`src/mbmc_consts.svh`:
```
`ifndef MBMC_CONSTS_SVH
`define MBMC_CONSTS_SVH
// bank count and decode window (32 Kbyte .. 256 Mbyte)
`define MBMC_NBANK     8
`define MBMC_CMP_LSB   15
`define MBMC_CMP_MSB   27
`define MBMC_BASE_W    17
`define MBMC_MASK_W    13
// wait states and boot bank defaults
`define MBMC_WS_MAX    5'h1E
`define MBMC_BOOT_WS   5'h0F
// refresh stacking limit and timer reset value
`define MBMC_PEND_MAX  3'h7
`define MBMC_TMR_RST   16'hFFFF
// four-beat burst, as a log2 beat count
`define MBMC_BURST_LOG 3'h2
// default column width of a dram row split
`define MBMC_COL_BITS  10
// dram depth codes: 0=64K, 1=128K, 2=256K .. 10=64M, 11=128M, 12=256M
`define MBMC_DEP_128K  4'h1
`define MBMC_DEP_64M   4'hA
`define MBMC_DEP_256M  4'hC
`endif

```
`src/mbmc_pkg.sv`:
```
package mbmc_pkg;
    // controller sequencer states
    typedef enum logic [2:0] {
        ST_IDLE = 3'b000, ST_ACC = 3'b001, ST_DRAS = 3'b010, ST_DCAS = 3'b011,
        ST_DCP  = 3'b100, ST_DPRE = 3'b101, ST_RCAS = 3'b110, ST_RRAS = 3'b111
    } mbmc_state_e;
    // port width codes
    typedef enum logic [1:0] {PS_32 = 2'b00, PS_8 = 2'b01, PS_16 = 2'b10} mbmc_ps_e;
    // transfer size codes
    typedef enum logic [1:0] {SZ_BYTE = 2'b00, SZ_HALF = 2'b01, SZ_WORD = 2'b10} mbmc_size_e;
endpackage

```
`src/mbmc_dec_if.sv`:
```
`timescale 1ns/1ps
`default_nettype none
// one bank's configuration and its decode answer
interface mbmc_dec_if;
    logic [31:0] addr;     // access address
    logic [3:0]  attr;     // access type attributes
    logic        valid;    // bank enabled
    logic        dram;     // bank drives a row strobe
    logic        attr_en;  // attribute qualification on
    logic [3:0]  cfg_attr; // attribute to match
    logic [16:0] base;     // base address bits 31:15
    logic [12:0] mask;     // compare mask for bits 27:15
    logic [1:0]  ps;       // port width code
    logic [3:0]  depth;    // dram depth code
    logic        hit;      // bank matches
    logic        legal;    // configuration usable
    modport dec (input addr, attr, valid, dram, attr_en, cfg_attr, base, mask, ps, depth,
                 output hit, legal);
    modport ctl (output addr, attr, valid, dram, attr_en, cfg_attr, base, mask, ps, depth,
                 input hit, legal);
endinterface
`default_nettype wire

```
`src/mbmc_bank_dec.sv`:
```
`timescale 1ns/1ps
`default_nettype none
`include "mbmc_consts.svh"
module mbmc_bank_dec (
    // configuration in, decode out
    mbmc_dec_if.dec bus
);
    import mbmc_pkg::*;
    logic depth_ok; // depth allowed for this port width
    logic addr_ok;  // address inside block
    logic attr_ok;  // attributes agree or not checked

    // small depths only on byte ports, huge only on word ports
    always_comb begin
        if (bus.depth <= `MBMC_DEP_128K) begin
            depth_ok = (bus.ps == PS_8);
        end else if (bus.depth <= `MBMC_DEP_64M) begin
            depth_ok = 1'b1;
        end else if (bus.depth <= `MBMC_DEP_256M) begin
            depth_ok = (bus.ps == PS_32);
        end else begin
            depth_ok = 1'b0;
        end
    end

    // bits above 27 always compared, below 15 never
    assign addr_ok = (bus.addr[31:28] == bus.base[16:13]) &&
        (((bus.addr[`MBMC_CMP_MSB:`MBMC_CMP_LSB] ^ bus.base[12:0]) & bus.mask) == 13'h0000);
    assign attr_ok = !bus.attr_en || (bus.attr == bus.cfg_attr);
    assign bus.legal = !bus.dram || depth_ok;
    assign bus.hit = bus.valid && bus.legal && addr_ok && attr_ok;
endmodule // mbmc_bank_dec
`default_nettype wire

```
`src/mbmc_ctrl.sv`:
```
`timescale 1ns/1ps
`default_nettype none
`include "mbmc_consts.svh"
module mbmc_ctrl #(
    parameter int NBANK    = `MBMC_NBANK,
    parameter int COL_BITS = `MBMC_COL_BITS
) (
    // clock and resets
    input  wire logic                     sys_clk,
    input  wire logic                     rst,
    input  wire logic                     por,
    // processor request
    input  wire logic                     req,
    input  wire logic [31:0]              req_addr,
    input  wire logic                     req_wr,
    input  wire mbmc_pkg::mbmc_size_e     req_size,
    input  wire logic                     req_burst,
    input  wire logic [3:0]               req_attr,
    output logic                          ack,
    output logic                          err,
    output logic                          busy,
    // bank configuration, bank i in slice i
    input  wire logic [NBANK-1:0]         cfg_valid,
    input  wire logic [NBANK-1:0]         cfg_dram,
    input  wire logic [NBANK*17-1:0]      cfg_base,
    input  wire logic [NBANK*13-1:0]      cfg_mask,
    input  wire logic [NBANK*2-1:0]       cfg_ps,
    input  wire logic [NBANK*5-1:0]       cfg_ws,
    input  wire logic [NBANK-1:0]         cfg_attr_en,
    input  wire logic [NBANK*4-1:0]       cfg_attr,
    input  wire logic [NBANK*4-1:0]       cfg_depth,
    output logic [NBANK-1:0]              cfg_err,
    // dram strobe pattern
    input  wire logic [2:0]               cfg_rcd,
    input  wire logic [2:0]               cfg_cas,
    input  wire logic [2:0]               cfg_pre,
    // refresh control and status
    input  wire logic [15:0]              cfg_rfsh_period,
    input  wire logic                     cfg_rfsh_dis,
    output logic [2:0]                    rfsh_pend,
    // boot port width strap pin
    input  wire logic [1:0]               boot_ps,
    // memory pins
    output logic [31:0]                   mem_addr,
    output logic [NBANK-1:0]              sel_n,
    output logic [3:0]                    cas_n,
    output logic [3:0]                    be_n,
    output logic                          oe_n
);
    import mbmc_pkg::*;

    if (NBANK < 1 || NBANK > 8) begin : g_chk
        $error("mbmc_ctrl: NBANK must be 1 to 8");
    end
    if (COL_BITS < 4 || COL_BITS > 16) begin : g_chk_col
        $error("mbmc_ctrl: COL_BITS must be 4 to 16");
    end

    logic [NBANK-1:0] hit;          // per-bank decode answer
    logic [NBANK-1:0] legal;        // per-bank config usable
    logic [2:0]       hit_idx;      // winning bank
    logic             any_hit;      // some bank matched
    logic             boot_mode;    // bank zero answers everything
    logic [1:0]       boot_ps_m;    // strap sync, first stage
    logic [1:0]       boot_ps_s;    // strap sync, second stage
    logic [1:0]       boot_ps_q;    // strap caught at reset
    logic             boot_cap;     // reset seen on the previous edge
    logic [4:0]       sel_ws;       // winning bank wait states
    logic [1:0]       sel_ps;       // winning bank port width
    logic             sel_dram;     // winning bank is dram
    logic [15:0]      rf_timer;     // refresh interval counter
    logic             rf_tick;      // refresh interval elapsed
    logic             rf_go;        // refresh wanted now
    logic             rf_done;      // one refresh cycle finished
    logic             take;         // new access accepted

    mbmc_state_e state, next_state; // sequencer
    logic [5:0]  cnt, next_cnt;     // phase length counter
    logic [2:0]  bank, next_bank;   // bank of current access
    logic [31:0] addr, next_addr;   // address of current beat
    logic        wr, next_wr;       // write access
    logic [4:0]  ws, next_ws;       // wait states of current bank
    logic [1:0]  ps, next_ps;       // port width of current bank
    logic [1:0]  blb, next_blb;     // log2 bytes per beat
    logic [4:0]  beats, next_beats; // beats still to run
    logic [NBANK-1:0] next_sel_n;   // registered pin values
    logic [3:0]  next_cas_n;
    logic [3:0]  next_be_n;
    logic        next_oe_n;
    logic [31:0] next_mem_addr;
    logic        next_ack;
    logic        next_err;

    // one decoder per bank
    for (genvar i = 0; i < NBANK; i++) begin : g_bank
        mbmc_dec_if dif();
        assign dif.addr     = req_addr;
        assign dif.attr     = req_attr;
        assign dif.valid    = cfg_valid[i];
        assign dif.dram     = cfg_dram[i];
        assign dif.attr_en  = cfg_attr_en[i];
        assign dif.cfg_attr = cfg_attr[i*4 +: 4];
        assign dif.base     = cfg_base[i*17 +: 17];
        assign dif.mask     = cfg_mask[i*13 +: 13];
        assign dif.ps       = cfg_ps[i*2 +: 2];
        assign dif.depth    = cfg_depth[i*4 +: 4];
        // boot select catches every address until bank zero is set up
        assign hit[i]   = ((i == 0) && boot_mode) || dif.hit;
        assign legal[i] = dif.legal;
        mbmc_bank_dec u_dec (.bus(dif.dec));
    end

    // lowest numbered hit wins
    always_comb begin
        hit_idx = 3'h0;
        any_hit = 1'b0;
        for (int i = NBANK - 1; i >= 0; i--) begin
            if (hit[i]) begin
                hit_idx = 3'(i);
                any_hit = 1'b1;
            end
        end
    end

    // winning bank attributes, boot bank overrides bank zero
    always_comb begin
        if (boot_mode && hit_idx == 3'h0) begin
            sel_ws   = `MBMC_BOOT_WS;
            sel_ps   = boot_ps_q;
            sel_dram = 1'b0;
        end else begin
            sel_ws   = cfg_ws[hit_idx*5 +: 5];
            sel_ps   = cfg_ps[hit_idx*2 +: 2];
            sel_dram = cfg_dram[hit_idx];
        end
        if (sel_ws > `MBMC_WS_MAX) begin
            sel_ws = `MBMC_WS_MAX; // clip out-of-range settings
        end
    end

    // byte lanes of one beat; narrow ports sit on the low lanes
    function automatic logic [3:0] lanes(input logic [1:0] p, input logic [1:0] lb,
                                         input logic [1:0] a);
        logic [3:0] l;
        l = 4'h1;
        case (p)
            PS_8:    l = 4'h1;
            PS_16:   l = (lb == 2'h0) ? (a[0] ? 4'h2 : 4'h1) : 4'h3;
            default: l = (lb == 2'h2) ? 4'hF : (lb == 2'h1) ? (a[1] ? 4'hC : 4'h3)
                                                            : (4'h1 << a);
        endcase
        return l;
    endfunction

    // log2 of port bytes
    function automatic logic [1:0] plog(input logic [1:0] p);
        return (p == PS_8) ? 2'h0 : (p == PS_16) ? 2'h1 : 2'h2;
    endfunction

    // strap pin: two stages, caught while reset holds
    always_ff @(posedge sys_clk) begin
        boot_ps_m <= boot_ps;
        boot_ps_s <= boot_ps_m;
    end

    // strap taken through reset and one edge past it: the sync needs three edges
    always_ff @(posedge sys_clk) begin
        boot_cap <= por || rst;
        if (por || rst || boot_cap) begin
            boot_ps_q <= boot_ps_s;
        end
    end

    // boot mode ends once software enables bank zero
    always_ff @(posedge sys_clk) begin
        if (por || rst) begin
            boot_mode <= 1'b1;
        end else if (cfg_valid[0]) begin
            boot_mode <= 1'b0;
        end
    end

    // refresh timer runs on power-on reset only, so it survives rst
    assign rf_tick = (rf_timer == 16'h0000) && !cfg_rfsh_dis;
    always_ff @(posedge sys_clk) begin
        if (por) begin
            rf_timer <= `MBMC_TMR_RST;
        end else if (rf_timer == 16'h0000) begin
            rf_timer <= cfg_rfsh_period;
        end else begin
            rf_timer <= rf_timer - 16'h0001;
        end
    end

    // pending count: a tick arriving with a finish is not lost
    always_ff @(posedge sys_clk) begin
        if (por || cfg_rfsh_dis) begin
            rfsh_pend <= 3'h0;
        end else if (rf_tick && !rf_done && rfsh_pend != `MBMC_PEND_MAX) begin
            rfsh_pend <= rfsh_pend + 3'h1;
        end else if (rf_done && !rf_tick) begin
            rfsh_pend <= rfsh_pend - 3'h1;
        end
    end

    assign rf_go = (rfsh_pend != 3'h0) && !cfg_rfsh_dis;
    assign take  = (state == ST_IDLE) && req && !rst && !rf_go;

    // sequencer next state
    always_comb begin
        logic [1:0] lb;
        logic [2:0] blog;
        lb         = req_size;
        blog       = 3'h0;
        next_state = state;
        next_cnt   = cnt;
        next_bank  = bank;
        next_addr  = addr;
        next_wr    = wr;
        next_ws    = ws;
        next_ps    = ps;
        next_blb   = blb;
        next_beats = beats;
        next_ack   = 1'b0;
        next_err   = 1'b0;
        rf_done    = 1'b0;
        case (state)
            ST_IDLE: begin
                if (rf_go) begin
                    next_state = ST_RCAS;
                    next_cnt   = {3'h0, cfg_rcd};
                end else if (take && !any_hit) begin
                    next_ack = 1'b1;
                    next_err = 1'b1;
                end else if (take) begin
                    next_bank = hit_idx;
                    next_addr = req_addr;
                    next_wr   = req_wr;
                    next_ws   = sel_ws;
                    next_ps   = sel_ps;
                    next_blb  = (lb < plog(sel_ps)) ? lb : plog(sel_ps);
                    blog      = {1'b0, lb - next_blb} + (req_burst ? `MBMC_BURST_LOG : 3'h0);
                    next_beats = 5'((5'h01 << blog) - 5'h01);
                    next_state = sel_dram ? ST_DRAS : ST_ACC;
                    next_cnt   = sel_dram ? {3'h0, cfg_rcd} : {1'b0, sel_ws};
                end
            end
            ST_ACC: begin
                if (rst) begin
                    next_state = ST_IDLE;
                end else if (cnt != 6'h00) begin
                    next_cnt = cnt - 6'h01;
                end else if (beats == 5'h00) begin
                    next_state = ST_IDLE;
                    next_ack   = 1'b1;
                end else begin
                    next_addr  = addr + (32'h0000_0001 << blb);
                    next_beats = beats - 5'h01;
                    next_cnt   = {1'b0, ws};
                end
            end
            ST_DRAS: begin
                if (rst) begin
                    next_state = ST_DPRE;
                    next_cnt   = {3'h0, cfg_pre};
                end else if (cnt != 6'h00) begin
                    next_cnt = cnt - 6'h01;
                end else begin
                    next_state = ST_DCAS;
                    next_cnt   = {3'h0, cfg_cas} + {1'b0, ws};
                end
            end
            ST_DCAS: begin
                if (rst || (cnt == 6'h00 && beats == 5'h00)) begin
                    next_state = ST_DPRE;
                    next_cnt   = {3'h0, cfg_pre};
                    next_ack   = !rst;
                end else if (cnt != 6'h00) begin
                    next_cnt = cnt - 6'h01;
                end else begin
                    next_state = ST_DCP;
                    next_addr  = addr + (32'h0000_0001 << blb);
                    next_beats = beats - 5'h01;
                end
            end
            ST_DCP: begin
                next_state = rst ? ST_DPRE : ST_DCAS;
                next_cnt   = rst ? {3'h0, cfg_pre} : {3'h0, cfg_cas} + {1'b0, ws};
            end
            ST_RCAS: begin
                if (cnt != 6'h00) begin
                    next_cnt = cnt - 6'h01;
                end else begin
                    next_state = ST_RRAS;
                    next_cnt   = {3'h0, cfg_cas};
                end
            end
            ST_RRAS: begin
                if (cnt != 6'h00) begin
                    next_cnt = cnt - 6'h01;
                end else begin
                    next_state = ST_DPRE;
                    next_cnt   = {3'h0, cfg_pre};
                    rf_done    = 1'b1;
                end
            end
            ST_DPRE: begin
                if (cnt != 6'h00) begin
                    next_cnt = cnt - 6'h01;
                end else begin
                    next_state = ST_IDLE;
                end
            end
            default: next_state = ST_IDLE;
        endcase
    end

    // pin values follow the state being entered
    always_comb begin
        next_sel_n    = '1;
        next_cas_n    = 4'hF;
        next_be_n     = 4'hF;
        next_oe_n     = 1'b1;
        next_mem_addr = mem_addr;
        case (next_state)
            ST_ACC: begin
                next_sel_n[next_bank] = 1'b0;
                next_be_n     = ~lanes(next_ps, next_blb, next_addr[1:0]);
                next_oe_n     = next_wr;
                next_mem_addr = next_addr;
            end
            ST_DRAS, ST_DCP: begin
                next_sel_n[next_bank] = 1'b0;
                next_mem_addr = next_addr >> COL_BITS;
            end
            ST_DCAS: begin
                next_sel_n[next_bank] = 1'b0;
                next_cas_n    = ~lanes(next_ps, next_blb, next_addr[1:0]);
                next_be_n     = next_wr ? next_cas_n : 4'hF;
                next_oe_n     = next_wr;
                next_mem_addr = next_addr & ((32'h0000_0001 << COL_BITS) - 32'h0000_0001);
            end
            ST_RCAS: next_cas_n = 4'h0;
            ST_RRAS: begin
                next_cas_n = 4'h0;
                next_sel_n = ~(cfg_dram & cfg_valid & legal);
            end
            default: next_sel_n = '1;
        endcase
    end

    // sequencer registers; power-on only, so refresh rides through rst
    always_ff @(posedge sys_clk) begin
        if (por) begin
            state <= ST_IDLE;
            cnt   <= 6'h00;
            bank  <= 3'h0;
            addr  <= 32'h0000_0000;
            wr    <= 1'b0;
            ws    <= 5'h00;
            ps    <= PS_32;
            blb   <= 2'h0;
            beats <= 5'h00;
        end else begin
            state <= next_state;
            cnt   <= next_cnt;
            bank  <= next_bank;
            addr  <= next_addr;
            wr    <= next_wr;
            ws    <= next_ws;
            ps    <= next_ps;
            blb   <= next_blb;
            beats <= next_beats;
        end
    end

    // output registers
    always_ff @(posedge sys_clk) begin
        if (por) begin
            sel_n    <= '1;
            cas_n    <= 4'hF;
            be_n     <= 4'hF;
            oe_n     <= 1'b1;
            mem_addr <= 32'h0000_0000;
            ack      <= 1'b0;
            err      <= 1'b0;
            busy     <= 1'b0;
            cfg_err  <= '0;
        end else begin
            sel_n    <= next_sel_n;
            cas_n    <= next_cas_n;
            be_n     <= next_be_n;
            oe_n     <= next_oe_n;
            mem_addr <= next_mem_addr;
            ack      <= next_ack;
            err      <= next_err;
            busy     <= (next_state != ST_IDLE);
            cfg_err  <= cfg_valid & ~legal;
        end
    end
endmodule // mbmc_ctrl
`default_nettype wire

```
`config.mk`:
```
export PLATFORM = sky130hd
export DESIGN_NAME = mbmc_ctrl
export DESIGN_NICKNAME = d
export VERILOG_FILES = /design/src/mbmc_pkg.sv /design/src/mbmc_dec_if.sv /design/src/mbmc_bank_dec.sv /design/src/mbmc_ctrl.sv
export VERILOG_INCLUDE_DIRS = /design/src
export SDC_FILE = /design/constraint.sdc
export NUM_CORES = 1
export LEC_CHECK = 0
export ABC_AREA = 0
export BUFFER_PORTS_ARGS = -buffer_cell sky130_fd_sc_hd__buf_2
export CAP_MARGIN = 20
export CORE_AREA = 2 2 203 205
export CTS_CLUSTER_SIZE = 25
export DETAILED_ROUTE_END_ITERATION = 8
export DIE_AREA = 0 0 205 207
export HOLD_SLACK_MARGIN = 0.1
export SLEW_MARGIN = 0
export SYNTH_ARGS = -nofsm -noshare
export SYNTH_HDL_FRONTEND = slang
export SYNTH_SLANG_ARGS = --single-unit
```
`constraint.sdc`:
```
create_clock -name sys_clk -period 15.1 [get_ports sys_clk]
set_input_delay 1.51 -clock sys_clk [delete_from_list [all_inputs] [get_ports sys_clk]]
set_output_delay 1.51 -clock sys_clk [all_outputs]
set_load 0.03 [all_outputs]
```
* Word-level counts from Yosys, hierarchy flattened
Cells that the tools add are included.
Widths: inputs -> output; s select.
** Word-level totals
- Bits of input ports :: 456
- Register bits :: 146
- Logic and storage cells :: 419
- Output and inout port bits :: 63
** Cells by class
- Add/subtract/negate cells :: 10
- $lt $le $gt $ge :: 29
- Shifts and indexed selects :: 5
- Muxes and demuxes :: 142
- Equality and inequality tests :: 55
- Bitwise operators :: 28
- Multiply operators :: 1
- Reduce and logical (&&, ||, !) cells :: 124
** Operators with widths (count)
- $mux 32 :: 8
- $pmux 32 s3 :: 2
- $and 13x13->13 :: 8
- $logic_not 13->1 :: 8
- $xor 13x13->13 :: 8
- $mux 3 :: 28
- $mux 6 :: 13
- $eq 4x4->1 :: 16
- $le 4x4->1 const B :: 16
- $mux 5 :: 11
- $pmux 6 s8 :: 1
- $mux 1 :: 47
- $logic_and 1x1->1 :: 44
- $shiftx 40x7->5 :: 1
- $add 32x32->32 :: 1
- $le 4x1->1 const B :: 8
- $mux 2 :: 16
- $shl 1x2->32 const A :: 1
- $and 8x8->8 :: 3
- $mux 4 :: 6
- $not 8->8 :: 3
- $pmux 3 s8 :: 1
- $pmux 4 s2 :: 3
- $eq 2x1->1 const B :: 11
- 44 further kinds :: 130

* Longest topological paths before layout
- Depth after elaboration :: 36
- Mapped depth :: 32
- Depth with buffers taken out :: 28

* Modules after synthesis
Synthesis repeated with hierarchy kept, for this count alone.
** Second synthesis, totals
- Cells, all modules :: 1404
- Area, all modules :: 11334.6 um^2
** By module, submodules not included
- mbmc_ctrl :: cells an instance 1084, instances 1, area an instance 8552.0 um^2, seq. area each 2942.8 um^2
- mbmc_bank_dec :: cells an instance 40, instances 8, area an instance 347.8 um^2, seq. area each 0.0 um^2

* Worst setup path after synthesis
Ideal clock, no wire load.
- Path kind :: input to register
- Start :: in req_attr[2]
- End :: reg beats[4]
- Stages :: 29
- Setup time :: 0.128 ns
- Data required time :: 14.972 ns
- Arrival time :: 6.683 ns
- Path buffers :: 2
- Slack :: 8.290 ns
- Cell sequence :: buf_2 > xor2_1 > o41a_1 > or4_1 > a211oi_2 > o21ai_0 > buf_2 > mux2i_1 > mux2_2 > o211ai_1 > inv_1 > ha_1 > inv_1 > ha_1 > nor2_1 > o22ai_1 > inv_1 > ha_1 > xor2_1 > ha_1 > nand2b_1 > nor3_1 > a21oi_1 > ha_1 > nand3_1 > xnor2_1 > nor2_1 > a21oi_1 > nor2_1
** On the way
- Cells in the longest elaborated chain, start to end :: 27
- Elaborated cells between the ends (all ways) :: 63
- Classes of those cells :: add/sub (3); order compare (1); eq/ne (11); shift (2); mux (24); reduce/logical (22)
** Ends and longest elaborated chain
- start, declared :: line mbmc_ctrl.sv:18 : input wire logic [3:0] req_attr,
- branches (longest 27 deep; another with $shiftx 16x5->2)
- end signal, assigned :: line mbmc_ctrl.sv:373 : beats <= next_beats;
- end, declared :: line mbmc_ctrl.sv:85 : logic [4:0] beats, next_beats;
Several ways; the timed one is not identified. The select of a mux whose other input is x is not followed.
A chain may end at the register's enable or synchronous reset.

* Worst setup path in the final report
- Start :: in req_addr[24]
- End :: reg beats[4]
** On the way
- Cells in the longest elaborated chain, start to end :: 30
- Elaborated cells between the ends (all ways) :: 87
- Classes of those cells :: add/sub (3); order compare (1); eq/ne (3); shift (2); mux (24); bitwise (16); reduce/logical (38)
** Ends and longest elaborated chain
- start, declared :: line mbmc_ctrl.sv:14 : input wire logic [31:0] req_addr,
- branches (longest 30 deep; another with $xor 13x13->13)
Several ways; the timed one is not identified. The select of a mux whose other input is x is not followed.

==> flow_summary.yaml <==
logic_synthesis:
  synth_top_area_share_pct: 25.7
  ys_seq_area_share_pct: 26.3
  synth.largest_area_cell: "dfxtp_1"
  synthSimpleGateAreaFrac_pct: 21.6
  yosysMostFrequentCell: "xor2_1"
  synth_nets: 1878
  synth_compound_area_share_pct: 24.4
  ys_warn_count: 0
  synth_edf_count: 2
  synth-main-ff-cell: "dfxtp_1"
  yosys.area_share.adder_pct: 2.43
  muxShareOfSynthArea_pct: 5.26
  synth.avg_cell_area_um2: 7.99
  synth.top_cells.by_count: "178 x xor2_1, 144 x dfxtp_1, 132 x nand2_1, 125 x nor2_1, 71 x o21ai_0"
  syn_inst: 1402
  yosys.area_share.xor_xnor_pct: 15.6
  syn_area_mm2: 0.0112
  ys_types: 87
  synth-seq-cells: 146
  synthArstFlopShare_pct: 0
  synth_top_family_by_area: "compound AO/OA/AOI/OAI gates"
  synthTopCellsByArea: "dfxtp_1 26%, xor2_1 14%, nand2_1 4.4%"
critical_path:
  cpPeakStageDelay_ps: 660
  critPathArrivalTime_ps: 8000
  critPathCaptureType: "flop"
  slowest_stage: "a22oi_1"
  rr_worst_depth: 25
  cpMostUsedCell: "ha_1"
  worstSetupPathType: "in2reg"
  r2r-end: "beats[4]"
  start_kind: "primary input"
  critPathMaxFanout: 10
  endpoint: "beats[4]"
  startpoint: "req_addr[24]"
  r2r_setup_slack_ps: 9630
  timing.rr.start: "boot_mode"
  cp.required_ps: 15400
pwr:
  p_leak_uw: 0.00671
  peakVddDrop_mv: 0.102
  p_switching_uw: 843
  switching_share_pct: 46.6
  clkPwrFrac_pct: 24.0
  p_int_uw: 965
  cellPowerDensity_mw_per_mm2: 122
  pwr-share-seq_pct: 27.8
  combPwrFrac_pct: 48.3
drt:
  routedWlPerCell_um: 25.6
  ant_nets: 0
  vias: 13100
  drc_errors: 0
  drtPass1Iterations: 5
  drtIter0Drc: 1200
  wl_um: 62100
  via_per_inst: 5.41
place:
  gp_congestion: 1.05
  pre_cts_slack_ps: 6770
  numPortBuffers: 518
  dp_hpwl_um: 51100
  dpl-instance-area_mm2: 0.0142
timing:
  whs_ps: 336
  rsz0062_at_grt: "no"
  finalClockSkew_ps: 14.6
  finalSetupViolCount: 0
  finalHoldViolCount: 0
  fin_crit_sh_pct: 50.9
  slew_headroom_pct: 24.6
  slew_viol_final: 0
  fmax_ghz: 0.130
  fin_setup_tns_ps: 0
  layout_setup_ws_ps: 7410
  worstMarginPinSlew_ps: 1120
  final.min_clock_period_ps: 7690
floorplan:
  die_w_um: 205
  die_h_um: 207
  row_count: 74
  core-area_mm2: 0.0404
  die_area_mm2: 0.0424
  ios: 519
  start_util_pct: 27.8
grt:
  grt_max_degree: 48
  grt_usage_pct: 28.1
  antenna_found_initial: 13
  overflow: 0
  first_global_vias: 12800
  grt_pass1_wl_um: 87200
clocking:
  cts.clk_slew.worst_paths_ps: 60
  cts_buffer_depth: 2
  holdBufCountCts: 0
  cts_made_buffers: 17
  cts_resized: 0
  clock_latency_ps: 440
  cts_setup_buffers: 0
  htree_levels: 4
  cts_tree: "built"
  cts_root_buffer: "clkbuf_16"
  cts.sinks: 146
run_status:
  outcome: "finished, final reports clean"
layout:
  final_area_mm2: 0.0148
  multi_input_area_mm2: 0.00778
  fillerInstances: 4278
  post-route-util_pct: 36.8
  drive_above_1_share_pct: 32.5
  fin_nets: 2350
  regArea_mm2: 0.00294
  syn_to_final_growth_pct: 32.5
job:
  cap_violations: 0
hold_path:
  hp-class: "reg2reg"
==> worst min path at each step <==
stage	endpoint	startpoint	slack [ps]	depth (start not counted)
after floorplan	boot_ps_s[0]	boot_ps_m[0]	310	0
after global placement	boot_ps_s[0]	boot_ps_m[0]	320	0
after detailed placement	boot_ps_s[0]	boot_ps_m[0]	320	0
after CTS	boot_ps_s[0]	boot_ps_m[0]	340	0
after global routing	boot_ps_s[0]	boot_ps_m[0]	350	0
final	boot_ps_s[0]	boot_ps_m[0]	340	0
==> flip-flops by register name (all words and copies together) (netlist names), 2 cells and up <==
| name | flops |
|---|---|
| bank | 3 |
| rf_timer | 16 |
| rfsh_pend | 3 |
| cfg_err | 8 |
| beats | 5 |
| cas_n | 4 |
| ps | 2 |
| boot_ps_q | 2 |
| ws | 5 |
| be_n | 4 |
| blb | 2 |
| cnt | 6 |
| boot_ps_m | 2 |
| sel_n | 8 |
| boot_ps_s | 2 |
| addr | 32 |
| state | 3 |
| mem_addr | 32 |
==> power by group through the flow <==
stage	logic (uW)	registers, uW	clock network [uW]
6_report	873	502	433
5_1_grt	937	508	456
4_1_cts	860	500	438
3_5_place_dp	855	507	0
3_3_place_gp	849	506	0
2_1_floorplan	494	541	0
==> cells in the final DEF, fill, tap and decap left out, types with 8 or more instances in the layout <==
cell type	n
nand4_1	22
o22ai_1	8
o41ai_1	11
nand2_1	132
a211o_1	9
mux2_2	15
nor4_1	21
mux2i_1	42
nand3_1	29
a22oi_1	50
buf_2	518
o211ai_1	18
nor3_1	43
dfxtp_1	144
and3_1	23
nor2_1	124
a31oi_1	9
inv_1	43
buf_4	13
xor2_1	178
xnor2_1	21
a32oi_1	11
clkbuf_16	17
a21oi_1	55
or3_1	11
ha_1	17
diode_2	9
o221ai_1	8
a222oi_1	13
a211oi_1	10
a221o_1	17
a21o_1	10
o21ai_0	70
and2_1	23
==> metal layers <==
layer  routed length [um]  track usage [%]  share of wire (%)
met4                 1760             9.75                2.8
met3                 4380             4.30                7.1
met1                26400             37.0                 43
met5                    0                0                  0
met2                29600             46.7                 48
==> critical path, delay by kind of cell <==
kind | cells | cell delay (ps)
AOI/OAI and AO/OA | 7 | 2410
adders and majority gates | 5 | 1370
and+or+nand+nor | 9 | 1180
buffers and inverters | 4 | 760
muxes | 2 | 320
xor gates and xnor gates | 3 | 440
==> final cells by class <==
cell class                 instances  area share (%)
antenna                            9           0.152
sequential                       146            19.8
timing repair buffer             531            18.1
tap                              532            4.48
inverter                          44            1.11
multi-input combinational       1134            52.4
clock inverter                    14           0.969
clock buffer                      18            2.96
==> stage by stage <==
stage | power (uW) | instances
after detailed placement | 1360 | 2386
after global routing | 1900 | 2426
after global placement | 1350 | 2386
after floorplan | 1030 | 1402
after CTS | 1800 | 2418
final | 1810 | 2428
==> logic make-up after synthesis <==
kind of cell / count (synthesis)
AO/OA/AOI/OAI: 374
XOR/XNOR: 199
adder cells (fa/ha/maj): 20
buffers and inverters: 122
flip-flops: 146
multiplexers: 57
AND/OR/NAND/NOR: 484
Note: power is estimated with default switching activity, not from simulation.
